--- config.mk ---
export PLATFORM = sky130hd
export DESIGN_NAME = cvs_core
export DESIGN_NICKNAME = d
export VERILOG_FILES = /design/src/inc/cvs_pkg.sv /design/src/hw/cvs_core.sv /design/src/hw/cvs_slew.sv
export SDC_FILE = /design/constraint.sdc
export NUM_CORES = 1
export LEC_CHECK = 0
export BUFFER_PORTS_ARGS = -buffer_cell sky130_fd_sc_hd__buf_2
export CAP_MARGIN = 20
export CORE_MARGIN = 10
export CORE_UTILIZATION = 59
export CTS_CLUSTER_SIZE = 24
export DETAILED_ROUTE_END_ITERATION = 7
export MAX_ROUTING_LAYER = met4
export PLACE_DENSITY = 0.81
export SETUP_SLACK_MARGIN = 0.3
export SYNTH_ARGS = -nofsm -noshare
export SYNTH_HDL_FRONTEND = slang
export SYNTH_SLANG_ARGS = --single-unit
--- constraint.sdc ---
create_clock -name sys_clk_i -period 5.84 [get_ports sys_clk_i]
set_input_delay 0.876 -clock sys_clk_i [delete_from_list [all_inputs] [get_ports sys_clk_i]]
set_output_delay 0.876 -clock sys_clk_i [all_outputs]
set_load 0.01 [all_outputs]
--- src/inc/cvs_pkg.sv ---
package cvs_pkg;
    localparam int CODE_W = 6;
    localparam int PIN4_W = 2;
    // four-level pin states
    localparam logic [1:0] LVL_GND  = 2'h0;
    localparam logic [1:0] LVL_REF  = 2'h1;
    localparam logic [1:0] LVL_OPEN = 2'h2;
    localparam logic [1:0] LVL_SUP  = 2'h3;
    // suspend table sits 16 codes below the cpu code scale
    localparam logic [6:0] SUSP_CODE_OFS = 7'h10;
    localparam logic [5:0] CODE_MAX = 6'h3F;
    localparam logic [5:0] CODE_RST = 6'h3F;
    localparam int FORCE_PWM_CYC = 62;
    localparam int BLANK_CYC = 32;
    localparam int FALL_SYNC_CYC = 2;
    localparam int SLEW_CNT_W = 7;
    // system clock and ms/us timers
    localparam int CLK_HZ = 40_000_000;
    localparam int SYSOK_DLY_US = 50;
    localparam int SYSOK_DLY_CYC = SYSOK_DLY_US * (CLK_HZ / 1_000_000);
    localparam int PGOOD_DLY_MS = 3;
    localparam int PGOOD_DLY_CYC = PGOOD_DLY_MS * (CLK_HZ / 1_000);
    localparam int TMR_W = 18;

    typedef struct packed {
        logic over_v;
        logic under_v;
        logic over_temp;
    } cvs_fault_t;

    typedef struct packed {
        logic low_side;
        logic high_side;
        logic pwm_enable;
        logic force_pwm;
    } cvs_drive_t;
endpackage

--- src/hw/cvs_core.sv ---
// Function
// - startup target from boot code pins
// - after boot, select cpu or suspend code
// - suspend code from three four-level pins
// - suspend select overrides cpu code
// - force pwm on suspend moves until 63 ticks after landing
// - follow cpu code changes while not suspended
// - freeze power-good, clock-enable during transitions
// - release freeze 32 ticks after landing
// - step one 16 mV code per tick
// - rising takes one tick per step
// - falling adds two ticks
// - overvoltage: power-good low, clock-enable high
// - overvoltage latches low-side drive high
// - undervoltage latches pwm off
// - undervoltage blanked during and 32 after
// - thermal: low-side high, high-side low
// - test mode bypasses and clears faults
// - test mode from high-voltage shutdown detect
// - 50 us after boot ok, enable clocks
// - power-good waits 3 ms after clock enable
`default_nettype none
module cvs_core
    import cvs_pkg::*;
#(
    parameter int SYSOK_CYC = SYSOK_DLY_CYC,
    parameter int PGOOD_CYC = PGOOD_DLY_CYC
) (
    input  wire logic                sys_clk_i,
    input  wire logic                nrst_i,
    input  wire logic                shutdown_n_i,
    input  wire logic                test_hv_i,
    input  wire logic                slew_tick_i,
    input  wire logic [3*PIN4_W-1:0] boot_code_pins_i,
    input  wire logic [3*PIN4_W-1:0] suspend_code_pins_i,
    input  wire logic [CODE_W-1:0]   cpu_voltage_code_pins_i,
    input  wire logic                suspend_select_i,
    input  wire logic                system_power_good_in_i,
    input  wire logic                fb_at_target_i,
    input  wire cvs_fault_t          fault_det_i,
    output logic [CODE_W-1:0]        dac_code_o,
    output cvs_drive_t               drive_o,
    output logic                     core_power_good_out_o,
    output logic                     clock_gen_enable_n_o,
    output cvs_fault_t               fault_latch_o,
    output logic                     transition_o
);
    import cvs_pkg::*;

    // refuse counts that the timer or the 6-bit tick counters cannot hold
    if (SYSOK_CYC < 1 || PGOOD_CYC < 1 ||
        SYSOK_CYC >= (1 << TMR_W) ||
        PGOOD_CYC >= (1 << TMR_W)) begin : g_bad_tmr
        $error("timer counts out of range");
    end
    if (BLANK_CYC > 63 || FORCE_PWM_CYC > 63) begin : g_bad_cnt
        $error("tick counts exceed counter width");
    end

    typedef enum logic [3:0] {
        ST_BOOT  = 4'b0001,
        ST_WAIT  = 4'b0010,
        ST_CKEN  = 4'b0100,
        ST_RUN   = 4'b1000
    } cvs_state_t;

    // four-level pin decode, two bits per pin, msb pin first
    logic [CODE_W-1:0] boot_code, susp_code, target;
    // one decoder per four-level pin; levels arrive already as 2-bit codes
    logic [CODE_W-1:0] susp_raw;
    for (genvar p = 0; p < 3; p++) begin : g_pin
        assign boot_code[p*PIN4_W +: PIN4_W] =
            boot_code_pins_i[p*PIN4_W +: PIN4_W];
        assign susp_raw[p*PIN4_W +: PIN4_W] =
            suspend_code_pins_i[p*PIN4_W +: PIN4_W];
    end
    // suspend table starts lower on the scale, so offset before use
    assign susp_code = 6'(7'(susp_raw) + SUSP_CODE_OFS);

    logic              bypass;
    logic              restart;
    logic [CODE_W-1:0] code;
    logic              moving, landed;

    cvs_state_t        st_r, st_nxt;
    logic [TMR_W-1:0]  tmr_r, tmr_nxt;
    logic [5:0]        blank_r, blank_nxt;
    logic [5:0]        fpwm_r, fpwm_nxt;
    logic              susp_mv_r, susp_mv_nxt;
    cvs_fault_t        flt_r, flt_nxt;
    logic              pg_r, pg_nxt;
    logic              cken_n_r, cken_n_nxt;
    cvs_drive_t        drv_r, drv_nxt;
    logic [CODE_W-1:0] dac_r;
    logic              tr_r;

    assign bypass  = test_hv_i;
    assign restart = !shutdown_n_i;

    always_comb begin
        if (st_r == ST_BOOT || st_r == ST_WAIT) begin
            target = boot_code;
        end else if (suspend_select_i) begin
            target = susp_code;
        end else begin
            target = cpu_voltage_code_pins_i;
        end
    end

    cvs_slew u_slew (
        .sys_clk_i   (sys_clk_i),
        .nrst_i      (nrst_i),
        .restart_i   (restart),
        .slew_tick_i (slew_tick_i),
        .target_i    (target),
        .code_o      (code),
        .moving_o    (moving),
        .landed_o    (landed)
    );

    logic blanked;
    assign blanked = moving || (blank_r != 6'h00);

    always_comb begin
        st_nxt      = st_r;
        tmr_nxt     = tmr_r;
        blank_nxt   = blank_r;
        fpwm_nxt    = fpwm_r;
        susp_mv_nxt = susp_mv_r;
        flt_nxt     = flt_r;
        pg_nxt      = pg_r;
        cken_n_nxt  = cken_n_r;

        // post-landing counters count slew ticks
        if (moving) begin
            blank_nxt = 6'(BLANK_CYC);
            if (suspend_select_i) begin
                susp_mv_nxt = 1'b1;
                fpwm_nxt    = 6'(FORCE_PWM_CYC);
            end
        end else if (slew_tick_i) begin
            if (blank_r != 6'h00) blank_nxt = blank_r - 6'h01;
            if (fpwm_r != 6'h00) fpwm_nxt = fpwm_r - 6'h01;
            else susp_mv_nxt = 1'b0;
        end

        case (st_r)
            ST_BOOT: begin
                if (system_power_good_in_i && !moving) begin
                    st_nxt  = ST_WAIT;
                    tmr_nxt = TMR_W'(SYSOK_CYC);
                end
            end
            ST_WAIT: begin
                if (!system_power_good_in_i || !fb_at_target_i) begin
                    st_nxt = ST_BOOT;
                end else if (tmr_r == '0 || tmr_r == TMR_W'(1)) begin
                    st_nxt     = ST_CKEN;
                    cken_n_nxt = 1'b0;
                    tmr_nxt    = TMR_W'(PGOOD_CYC);
                end else begin
                    tmr_nxt = tmr_r - TMR_W'(1);
                end
            end
            ST_CKEN: begin
                // keep enable low here so a freeze at entry cannot drop it
                if (!flt_r.over_v) begin
                    cken_n_nxt = 1'b0;
                end
                if (tmr_r != '0) begin
                    tmr_nxt = tmr_r - TMR_W'(1);
                end else if (!blanked && flt_r == '0) begin
                    pg_nxt = 1'b1;
                    st_nxt = ST_RUN;
                end
            end
            ST_RUN: ;
            default: st_nxt = ST_BOOT;
        endcase

        // detections gated by test mode and undervoltage blanking
        if (fault_det_i.over_v && !bypass) flt_nxt.over_v = 1'b1;
        if (fault_det_i.under_v && !bypass && !blanked)
            flt_nxt.under_v = 1'b1;
        if (fault_det_i.over_temp && !bypass)
            flt_nxt.over_temp = 1'b1;
        if (bypass) flt_nxt = '0;

        if (flt_nxt.over_v) begin
            pg_nxt     = 1'b0;
            cken_n_nxt = 1'b1;
        end
        if (flt_nxt.under_v || flt_nxt.over_temp) pg_nxt = 1'b0;

        // shutdown clears latches, counters and sequence
        if (restart) begin
            st_nxt      = ST_BOOT;
            tmr_nxt     = '0;
            blank_nxt   = 6'h00;
            fpwm_nxt    = 6'h00;
            susp_mv_nxt = 1'b0;
            flt_nxt     = '0;
            pg_nxt      = 1'b0;
            cken_n_nxt  = 1'b1;
        end
    end

    always_comb begin
        drv_nxt.pwm_enable = shutdown_n_i && (flt_r == '0);
        drv_nxt.force_pwm  = susp_mv_r;
        drv_nxt.low_side   = !shutdown_n_i || flt_r.over_v
                             || flt_r.over_temp;
        drv_nxt.high_side  = 1'b0;
        // undervoltage alone turns both gates off; a harder fault keeps low
        if (flt_r.under_v && !flt_r.over_v && !flt_r.over_temp) begin
            drv_nxt.low_side = 1'b0;
        end
    end

    always_ff @(posedge sys_clk_i or negedge nrst_i) begin
        if (!nrst_i) begin
            st_r      <= ST_BOOT;
            tmr_r     <= '0;
            blank_r   <= 6'h00;
            fpwm_r    <= 6'h00;
            susp_mv_r <= 1'b0;
            flt_r     <= '0;
            pg_r      <= 1'b0;
            cken_n_r  <= 1'b1;
            drv_r     <= '0;
            dac_r     <= CODE_RST;
            tr_r      <= 1'b0;
        end else begin
            st_r      <= st_nxt;
            tmr_r     <= tmr_nxt;
            blank_r   <= blank_nxt;
            fpwm_r    <= fpwm_nxt;
            susp_mv_r <= susp_mv_nxt;
            flt_r     <= flt_nxt;
            // frozen while blanked, but overvoltage and shutdown always get through
            if (!blanked || flt_nxt.over_v || restart) begin
                pg_r     <= pg_nxt;
                cken_n_r <= cken_n_nxt;
            end
            drv_r     <= drv_nxt;
            dac_r     <= code;
            tr_r      <= blanked;
        end
    end

    assign dac_code_o            = dac_r;
    assign drive_o               = drv_r;
    assign core_power_good_out_o = pg_r;
    assign clock_gen_enable_n_o  = cken_n_r;
    assign fault_latch_o         = flt_r;
    assign transition_o          = tr_r;
endmodule // cvs_core
`default_nettype wire

--- src/hw/cvs_slew.sv ---
`default_nettype none
module cvs_slew
    import cvs_pkg::*;
(
    input  wire logic              sys_clk_i,
    input  wire logic              nrst_i,
    input  wire logic              restart_i,
    input  wire logic              slew_tick_i,
    input  wire logic [CODE_W-1:0] target_i,
    output logic      [CODE_W-1:0] code_o,
    output logic                   moving_o,
    output logic                   landed_o
);
    // larger code means lower voltage; a fall adds sync cycles
    logic [CODE_W-1:0] code_r, code_nxt;
    logic [1:0]        sync_r, sync_nxt;
    logic              moving_r, moving_nxt;
    logic              landed_r, landed_nxt;

    always_comb begin
        code_nxt   = code_r;
        sync_nxt   = sync_r;
        moving_nxt = moving_r;
        landed_nxt = 1'b0;
        if (target_i != code_r) begin
            if (!moving_r) begin
                moving_nxt = 1'b1;
                sync_nxt   = (target_i > code_r) ? 2'(FALL_SYNC_CYC)
                                                 : 2'h0;
            end else if (slew_tick_i) begin
                if (sync_r != 2'h0) begin
                    sync_nxt = sync_r - 2'h1;
                end else if (target_i > code_r) begin
                    code_nxt = code_r + 6'h01;
                end else begin
                    code_nxt = code_r - 6'h01;
                end
            end
        end else if (moving_r) begin
            moving_nxt = 1'b0;
            landed_nxt = 1'b1;
        end
        if (restart_i) begin
            code_nxt   = target_i;
            moving_nxt = 1'b0;
            sync_nxt   = 2'h0;
        end
    end

    always_ff @(posedge sys_clk_i or negedge nrst_i) begin
        if (!nrst_i) begin
            code_r   <= CODE_RST;
            sync_r   <= 2'h0;
            moving_r <= 1'b0;
            landed_r <= 1'b0;
        end else begin
            code_r   <= code_nxt;
            sync_r   <= sync_nxt;
            moving_r <= moving_nxt;
            landed_r <= landed_nxt;
        end
    end

    assign code_o   = code_r;
    assign moving_o = moving_r;
    assign landed_o = landed_r;
endmodule // cvs_slew
`default_nettype wire

==> impl_metrics.yaml, run 1 <==
placed_design:
  place_inst: 518
  gp_congestion: 0.947
  place_area_mm2: 0.00407
  dp_hpwl_mm: 6.69
  io_buffers: 43
  pre_cts_ws_ps: 1860
grt:
  grt_max_degree: 60
  grt_pass1_vias: 3397
  overflow: 0
  antenna_found_initial: 0
  groute.usage.overall_pct: 19.2
  grt_pass1_wl_mm: 15.6
pwr:
  power_mw: 1.47
  power_density_mw_per_mm2: 343
  irDropWorstVdd_uv: 259
  power.leakage_nw: 1.89
timing:
  min_period_over_period_pct: 68.3
  finalClockSkew_ps: 5.30
  finalSetupViolCount: 0
  relSlewSlack_pct: 42.1
  worst_slew_pin_slew_ps: 867
  min_period_ps: 3990
  holdWs_ps: 382
  fmax_mhz: 251
  rsz0062_at_grt: "no"
  setup_tns_ps: 0
  setup_slack_ps: 1850
  hold_viol_final: 0
  drv_slew: 0
clock_tree:
  postCtsHoldBufs: 0
  cts.repair.resized: 0
  tritoncts: "built"
  insertion_delay_ps: 350
  cts_sinks: 59
  cts_max_level: 3
  root_buffer: "clkbuf_8"
  clk_pin_slew_worst_paths_ps: 70
  postCtsSetupBuffers: 0
  numCtsBuffers: 9
  clock_path_buffers: 2
flow_run:
  max_cap_violations: 0
synth:
  synth_warnings: 0
  ys_types: 72
  syn_nets: 458
  synth-async-reset-ratio_pct: 100
  ys_ff_latch: 59
  synth_edf_count: 0
  synth-seq-area-share_pct: 39.0
  ys.flop_type: "dfrtp_1"
  syn_area_per_cell_um2: 9.30
  synth_top_area_share_pct: 29.4
  syn_inst: 412
  synth_top_cell_by_area: "dfrtp_1"
  syn_area_mm2: 0.00383
  synth.area.top_cells: "dfrtp_1, dfstp_2, ha_1, a21oi_1, nor2_1"
layout:
  design_area_mm2: 0.00427
  diodes: 0
  syn2layout_area_growth_pct: 11.4
  layout_commonest_cell: "dfrtp_1"
  final_cell_mix: "dfrtp_1, buf_2, nor2_1"
  instances_no_fill: 534
  fillCellCount: 505
  drive_gt1_share_pct: 24.5
  finalNetCount: 498
  utilization_pct: 67.6
hold_path:
  hold_path.class: "register to register"
worst_setup_path:
  path_buf_inv: 1
  crit_path_max_fanout: 11
  max_stage_delay_ps: 660
  arrival_ps: 4270
  end_kind: "register"
  critPathSlowestCell: "dfstp_2"
  critPathTopFamily: "compound AO/OA/AOI/OAI gates"
  path_class: "register to register"
  worstPathRequired_ps: 6120
  cp_cell_sequence: "nor2b_1 > o21ai_2 > mux2_2 > ha_1 > a21oi_1 > a21boi_0 > o32ai_1 > buf_4 > ha_1 > o21ai_0 > o21ai_0 > or4bb_1 > mux2i_1 > nor3_1"
  start_kind: "register"
outcome:
  status: "completed"
floorplanning:
  die_w_um: 101
  core_mm2: 0.00631
  die-area_mm2: 0.0101
  die_y_um: 101
  start_util_pct: 60.7
  fp-row-count: 29
  io_pins: 45
routing:
  final_antenna_net_count: 0
  wl_mm: 9.35
  wire_per_inst_um: 17.5
  viasPerCell: 6.25
  num_vias: 3338
  drtPass1Iterations: 5
  first_iter_violations: 237
  drc: 0
-- final cells by class --
type,instances,area [um^2],share of cell area [%]
tap,77,96.3,2.26
sequential,59,1490,35.0
multi-input combinational,312,2140,50.2
clock buffer,11,174,4.07
clock inverter,5,28.8,0.674
inverter,23,86.3,2.02
timing repair buffer,47,245,5.74
-- where the power goes --
part / total [mW] / internal (mW) / switching (mW) / leakage (nW)
clock: 0.384 / 0.205 / 0.179 / 0.111
sequential: 0.538 / 0.483 / 0.0548 / 0.743
combinational: 0.543 / 0.232 / 0.311 / 1.03
-- path summary, 6_finish.rpt --
check                                                     to                    startpoint  slack (ps)  cells past startpoint
worst max-delay path            u_slew.code_o[5]$_DFFE_PN1P_           st_r[0]$_DFFE_PN1P_        1850                     14
worst min-delay path                 dac_code_o[2]$_DFF_PN1_  u_slew.code_o[2]$_DFFE_PN1P_         380                      0
worst max register to register  u_slew.code_o[5]$_DFFE_PN1P_           st_r[0]$_DFFE_PN1P_        1850                     14
worst min register to register       dac_code_o[2]$_DFF_PN1_  u_slew.code_o[2]$_DFFE_PN1P_         380                      0
max in group asynchronous          u_slew.moving_o$_DFF_PN0_                        nrst_i        4670                      2
min in group asynchronous             blank_r[1]$_DFFE_PN0P_                        nrst_i         670                      2
-- cells in the mapped netlist, drive strengths merged, types with 3 or more instances --
| cell | count |
|---|---|
| and2 | 5 |
| nor4 | 9 |
| o41ai | 3 |
| nand2b | 7 |
| o21a | 4 |
| a211oi | 6 |
| buf | 11 |
| ha | 16 |
| nor2 | 41 |
| a21o | 4 |
| inv | 22 |
| nand4 | 5 |
| a32oi | 4 |
| or4 | 3 |
| o211ai | 4 |
| clkbuf | 7 |
| nor4b | 4 |
| o311ai | 3 |
| o31ai | 3 |
| mux2 | 5 |
| nand2 | 24 |
| or4b | 4 |
| a31oi | 4 |
| a21oi | 37 |
| xor2 | 3 |
| dfrtp | 45 |
| dfstp | 14 |
| o221a | 5 |
| nand3 | 17 |
| and3 | 7 |
| nor2b | 4 |
| o21ai | 34 |
| xnor2 | 6 |
| or2 | 4 |
| mux2i | 7 |
| nor3 | 10 |
-- flip-flops by register name, summed over array words and instances (netlist names), 2 cells and up --
register,count
blank_r,6
dac_code_o,6
drive_o,3
fault_latch_o,3
fpwm_r,6
st_r,4
tmr_r,18
u_slew.code_o,6
u_slew.sync_r,2
-- kinds of logic (layout without fill, tap and decap cells) --
family / after synthesis / in the layout / share of synthesized area [%]
AO/OA/AOI/OAI: 124 / 124 / 22.5
XOR/XNOR: 9 / 9 / 2.06
adder cells (fa/ha/maj): 17 / 17 / 5.75
buffers and inverters: 41 / 86 / 5.06
flip-flops: 59 / 59 / 39.0
multiplexers: 12 / 12 / 3.30
other: 1 / 1 / 0.0978
AND/OR/NAND/NOR: 149 / 149 / 22.2
-- per-layer routing --
layer  GRT usage [%]  vias to the layer above  part of all wire [%]
met2            32.1                      113                    50
met1            21.1                     1591                    42
met5               -                        -                     0
li1                -                     1610                     -
met3            3.91                       24                   5.8
met4            9.57                        0                   2.4
-- worst reg2reg max path: stages (launching register included) --
cell and delay [ps]:
dfstp_2 660, nor2b_1 90, o21ai_2 350, mux2_2 410, ha_1 310, a21oi_1 160
a21boi_0 110, o32ai_1 270, buf_4 220, ha_1 220, o21ai_0 120, o21ai_0 350
or4bb_1 420, mux2i_1 140, nor3_1 70
Power figures use the tool's default switching activity.
==> run 2: changes to the inputs <==
Settings changed: CORE_UTILIZATION 59 to 53, PLACE_DENSITY 0.81 to 0.76.
Clock period 5.84 ns to 3.5 ns, I/O delays scaled along.
==> run 2 against run 1 <==
Against the previous run:
- sequential share of layout area decreased by 2.7 points
- register-to-register slack got worse by 1700 ps
- first-iteration DRC count decreased by 17%
- clock skew is 6.4 ps higher
- maximum frequency increased by 19%
- highest routed layer unchanged
==> impl_metrics.yaml, run 2 (same netlist as run 1, synthesis figures left out) <==
floorplanning:
  start_util_pct: 55.5
  core_mm2: 0.00691
  die_w_um: 105
  fp-row-count: 30
  die-area_mm2: 0.0110
  io_pins: 45
  die_y_um: 105
clock_tree:
  postCtsHoldBufs: 0
  tritoncts: "built"
  root_buffer: "clkbuf_8"
  numCtsBuffers: 9
  cts_max_level: 3
  clk_pin_slew_worst_paths_ps: 70
  insertion_delay_ps: 350
  clock_path_buffers: 2
  cts_sinks: 59
routing:
  viasPerCell: 6.12
  first_iter_violations: 197
  drtPass1Iterations: 5
  drc: 0
  final_antenna_net_count: 0
  num_vias: 3449
  wl_mm: 9.71
  wire_per_inst_um: 17.2
placed_design:
  place_inst: 545
  gp_congestion: 0.912
  place_area_mm2: 0.00423
  pre_cts_ws_ps: 33.5
  io_buffers: 43
  dp_hpwl_mm: 6.95
layout:
  syn2layout_area_growth_pct: 20.7
  drive_gt1_share_pct: 30.6
  layout_commonest_cell: "dfrtp_1"
  final_cell_mix: "dfrtp_1, buf_2, nor2_1"
  utilization_pct: 67.0
  instances_no_fill: 564
  top_register: "tmr_r"
  finalNetCount: 509
  largest_reg_flops: 18
  design_area_mm2: 0.00463
  diodes: 0
worst_setup_path:
  rrSetupSlack_ps: 150
  crit_end: "u_slew.code_o[5]$_DFFE_PN1P_"
  path_class: "register to register"
  rr_endpoint: "u_slew.code_o[5]$_DFFE_PN1P_"
  startpoint: "st_r[0]$_DFFE_PN1P_"
  rr_worst_depth: 13
  arrival_ps: 3610
  worstPathRequired_ps: 3760
  end_kind: "register"
  start_kind: "register"
  r2r_start: "st_r[0]$_DFFE_PN1P_"
  crit_path_max_fanout: 7
grt:
  grt_max_degree: 32
  groute.usage.overall_pct: 18.5
  overflow: 0
  grt_pass1_vias: 3445
  antenna_found_initial: 0
  grt_pass1_wl_mm: 16.7
timing:
  rsz0062_at_grt: "yes"
  holdWs_ps: 223
  finalClockSkew_ps: 11.7
  setup_slack_ps: 152
  min_period_over_period_pct: 95.6
  min_period_ps: 3350
  relSlewSlack_pct: 46.5
  drv_slew: 0
  hold_viol_final: 0
  worst_slew_pin_slew_ps: 801
  setup_tns_ps: 0
  finalSetupViolCount: 0
  fmax_mhz: 299
outcome:
  status: "completed"
pwr:
  power_mw: 2.88
  power.leakage_nw: 1.99
  power_density_mw_per_mm2: 623
  irDropWorstVdd_uv: 326
hold_path:
  hold_path.class: "primary input to asynchronous set/reset pin"
flow_run:
  max_cap_violations: 0
## run 2: cell types whose count changed in the layout (fill, tap and decap cells not counted), sizes merged
cell / before / now
inv: 25 / 22
buf: 47 / 58
bufinv: 0 / 3
## run 2: power by group
| group | internal (mW) | switching [mW] |
|---|---|---|
| logic | 0.559 | 0.635 |
| clock network | 0.508 | 0.277 |
| registers | 0.807 | 0.0966 |
| total | 1.87 | 1.01 |
## run 2: worst max-delay path, cell delays in order, from the launching register on
cell,delay (ps)
dfstp_2,570
nor2b_4,180
o21ai_4,110
mux2_4,340
ha_4,230
a21oi_2,140
a21boi_2,80
o32ai_4,480
ha_4,250
a211oi_4,50
o21ai_2,200
or4bb_1,420
mux2i_1,140
nor3_1,70
## run 2: layer usage
layer	wire length (um)	share of wire, %	global-route usage (%)	vias up
met4	150	1.5	6.57	0
met2	4730	49	30.1	122
met1	4230	44	21.6	1683
li1	-	-	-	1624
met5	0	0	-	-
met3	595	6.1	4.67	20
## run 2: area by class of cell
class	count	area, um^2
multi-input cells	312	2340
fillers	592	2280
flip-flops and latches	59	1490
repair buffers	58	332
clock buffers	11	151
well taps	96	120
clock inverters	5	98.8
inverters	23	86.3
## run 2: repair_timing
| action | 4_1_cts | 5_1_grt |
|---|---|---|
| setup buffers | 3 | 0 |
| endpoints found under the hold margin | 0 | 0 |
| pin swaps | 14 | 4 |
| setup endpoints to repair | 3 | 5 |
| gates resized for setup | 19 | 1 |
## run 2: worst min-delay path by stage
| stage | to | depth (start not counted) | slack, ps | startpoint |
|---|---|---|---|---|
| global route | susp_mv_r$_DFFE_PN0P_ | 1 | 270 | nrst_i |
| CTS | fpwm_r[2]$_DFFE_PN0P_ | 1 | 230 | nrst_i |
| floorplan | blank_r[0]$_DFFE_PN0P_ | 0 | 230 | nrst_i |
| finish | susp_mv_r$_DFFE_PN0P_ | 1 | 220 | nrst_i |
| global placement | dac_code_o[4]$_DFF_PN1_ | 0 | 380 | u_slew.code_o[4]$_DFFE_PN1P_ |
| detailed placement | dac_code_o[4]$_DFF_PN1_ | 0 | 380 | u_slew.code_o[4]$_DFFE_PN1P_ |
==> run 3: changes to the inputs <==
Settings changed: ABC_AREA from default to 1.
==> run 3 against run 2 <==
Against the previous run:
- wire length decreased by 5.2%
- non-clock buffer count decreased by 11
- worst hold slack improved by 12 ps
- cell count increased by 19%
- first-iteration DRC count decreased by 14%
- maximum frequency increased by 11%
- utilization decreased by 3.5 points
- critical path type unchanged
- largest cell class unchanged
- largest power group unchanged
==> impl_metrics.yaml, run 3 <==
timing:
  min_period_ps: 3010
  worst_slew_pin_slew_ps: 743
  fmax_mhz: 332
  rsz0062_at_grt: "no"
  min_period_over_period_pct: 86.1
  finalSetupViolCount: 0
  hold_viol_final: 0
  drv_slew: 0
  setup_tns_ps: 0
  relSlewSlack_pct: 50.4
  finalClockSkew_ps: 6.27
routing:
  drc: 0
  wl_mm: 9.21
  viasPerCell: 5.29
  num_vias: 3552
  first_iter_violations: 170
  wire_per_inst_um: 13.7
  final_antenna_net_count: 0
  drtPass1Iterations: 4
synth:
  ys.flop_type: "dfrtp_1"
  synth_edf_count: 0
  synth_top_area_share_pct: 29.5
  synth_top_cell_by_area: "dfrtp_1"
  ys_types: 42
  syn_area_per_cell_um2: 7.33
  syn_inst: 520
  synth-seq-area-share_pct: 39.2
  syn_nets: 566
  syn_area_mm2: 0.00381
  ys_ff_latch: 59
  synth-async-reset-ratio_pct: 100
  synth_warnings: 0
  synth_most_common_cell: "nand2_1"
  synth.area.top_cells: "dfrtp_1, nand2_1, dfstp_2, inv_1, ha_1"
  synth_common_cells: "nand2_1, inv_1, nor2_1"
layout:
  drive_gt1_share_pct: 19.8
  finalNetCount: 617
  design_area_mm2: 0.00439
  instances_no_fill: 672
  syn2layout_area_growth_pct: 15.0
  layout_commonest_cell: "nand2_1"
  diodes: 0
  top_register: "tmr_r"
  largest_reg_flops: 18
  final_cell_mix: "nand2_1, inv_1, nor2_1"
  utilization_pct: 63.5
clock_tree:
  clk_pin_slew_worst_paths_ps: 70
  root_buffer: "clkbuf_8"
  numCtsBuffers: 9
  tritoncts: "built"
  cts_max_level: 3
  insertion_delay_ps: 350
  cts_sinks: 59
  clock_path_buffers: 2
worst_setup_path:
  crit_path_max_fanout: 6
  rrSetupSlack_ps: 490
  end_kind: "register"
  start_kind: "register"
  worstPathRequired_ps: 3790
  path_class: "register to register"
  arrival_ps: 3310
pwr:
  power_mw: 3.47
  power.leakage_nw: 2.25
  power_density_mw_per_mm2: 792
  irDropWorstVdd_uv: 690
grt:
  antenna_found_initial: 0
  overflow: 0
  grt_pass1_vias: 3465
  grt_max_degree: 34
  grt_pass1_wl_mm: 15.7
  groute.usage.overall_pct: 17.5
flow_run:
  max_cap_violations: 0
floorplanning:
  core_mm2: 0.00691
  die_w_um: 105
  fp-row-count: 30
  io_pins: 45
  die_y_um: 105
  start_util_pct: 55.2
  die-area_mm2: 0.0110
placed_design:
  io_buffers: 43
  place_area_mm2: 0.00411
  gp_congestion: 0.897
  dp_hpwl_mm: 6.73
  place_inst: 652
outcome:
  status: "completed"
hold_path:
  hold_path.class: "primary input to asynchronous set/reset pin"
run 3: cell types whose count changed after synthesis, moves of 8 or more:
cell	before	now
inv_1	22	70
nor2_1	41	53
nand2_1	24	146
a21oi_1	34	9
o21ai_1	2	10
nand3_1	17	32
run 3: report_power, final:
group / leakage, nW / internal [mW] / switching [mW]
Clock: 0.0905 / 0.294 / 0.278
Combinational: 1.42 / 0.722 / 1.12
Sequential: 0.734 / 0.906 / 0.152
Total: 2.25 / 1.92 / 1.55
run 3: final cells by class:
type | count | area [um^2]
repair buffers | 47 | 245
multi-input cells | 380 | 2070
clock buffers | 14 | 163
well taps | 96 | 120
clock inverters | 2 | 10.0
inverters | 73 | 279
flip-flops and latches | 59 | 1490
repair inverters | 1 | 5.00
fillers | 631 | 2520
run 3: kinds of logic (layout without fill, tap and decap cells):
group           count (synthesis)  in the layout  share of synthesized area (%)
simple gates                  276            276                           32.5
xor+xnor                       12             12                           2.76
fa+ha+maj                      17             17                           5.77
buf+inv                        81            137                           8.37
flops                          59             59                           39.2
compound gates                 74             74                           11.3
other cells                     1              1                         0.0983
run 3: worst paths after layout:
| check | start | endpoint | cells after the start |
|---|---|---|---|
| worst max-delay path | st_r[0]$_DFFE_PN1P_ | u_slew.code_o[5]$_DFFE_PN1P_ | 23 |
| worst max register to register | st_r[0]$_DFFE_PN1P_ | u_slew.code_o[5]$_DFFE_PN1P_ | 23 |
| min in group sys_clk_i | u_slew.code_o[3]$_DFFE_PN1P_ | dac_code_o[3]$_DFF_PN1_ | 0 |
| max in group asynchronous | nrst_i | dac_code_o[0]$_DFF_PN1_ | 2 |
| worst min-delay path | nrst_i | drive_o[3]$_DFF_PN0_ | 1 |
| worst min register to register | u_slew.code_o[3]$_DFFE_PN1P_ | dac_code_o[3]$_DFF_PN1_ | 0 |
run 3: metal layers:
layer / routed length [um] / global-route usage [%] / vias up
met5: 0 / - / -
met4: 133 / 5.00 / 0
met3: 613 / 5.34 / 17
met2: 4320 / 27.1 / 110
met1: 4140 / 21.4 / 1647
li1: - / - / 1778
run 3: critical path, cell delays in order, from the launching register on:
cell and delay (ps):
dfstp_2 540, inv_1 50, nor2_2 110, nand2_2 90, nand2_4 110, clkinv_4 80, o21a_1 200, ha_4 280
nand2_1 80, nor2_2 160, nand2_1 100, nand3_2 120, nand2_4 100, ha_4 300, nand3_1 80, nand2_1 90
nand2_1 70, nand2_1 60, nand2_1 50, nand2_1 70, inv_1 40, nand2_1 50, nand3_1 60, nand2_1 80
run 3: through the flow:
step / hold WS, ps / setup WS [ps]
3_3_place_gp: 368 / 351
2_1_floorplan: 229 / 487
4_1_cts: 266 / 366
5_1_grt: 297 / 244
6_report: 235 / 486
3_5_place_dp: 366 / 142
run 3: repair_timing:
| item | in CTS | in global routing |
|---|---|---|
| endpoints found under the hold margin | 0 | 0 |
| gates resized for setup | 4 | 12 |
| gates cloned | 0 | 1 |
| hold buffers | 0 | 0 |
| pin swaps | 0 | 2 |
| buffers inserted | 0 | 3 |
| endpoints found under the setup margin | 2 | 4 |
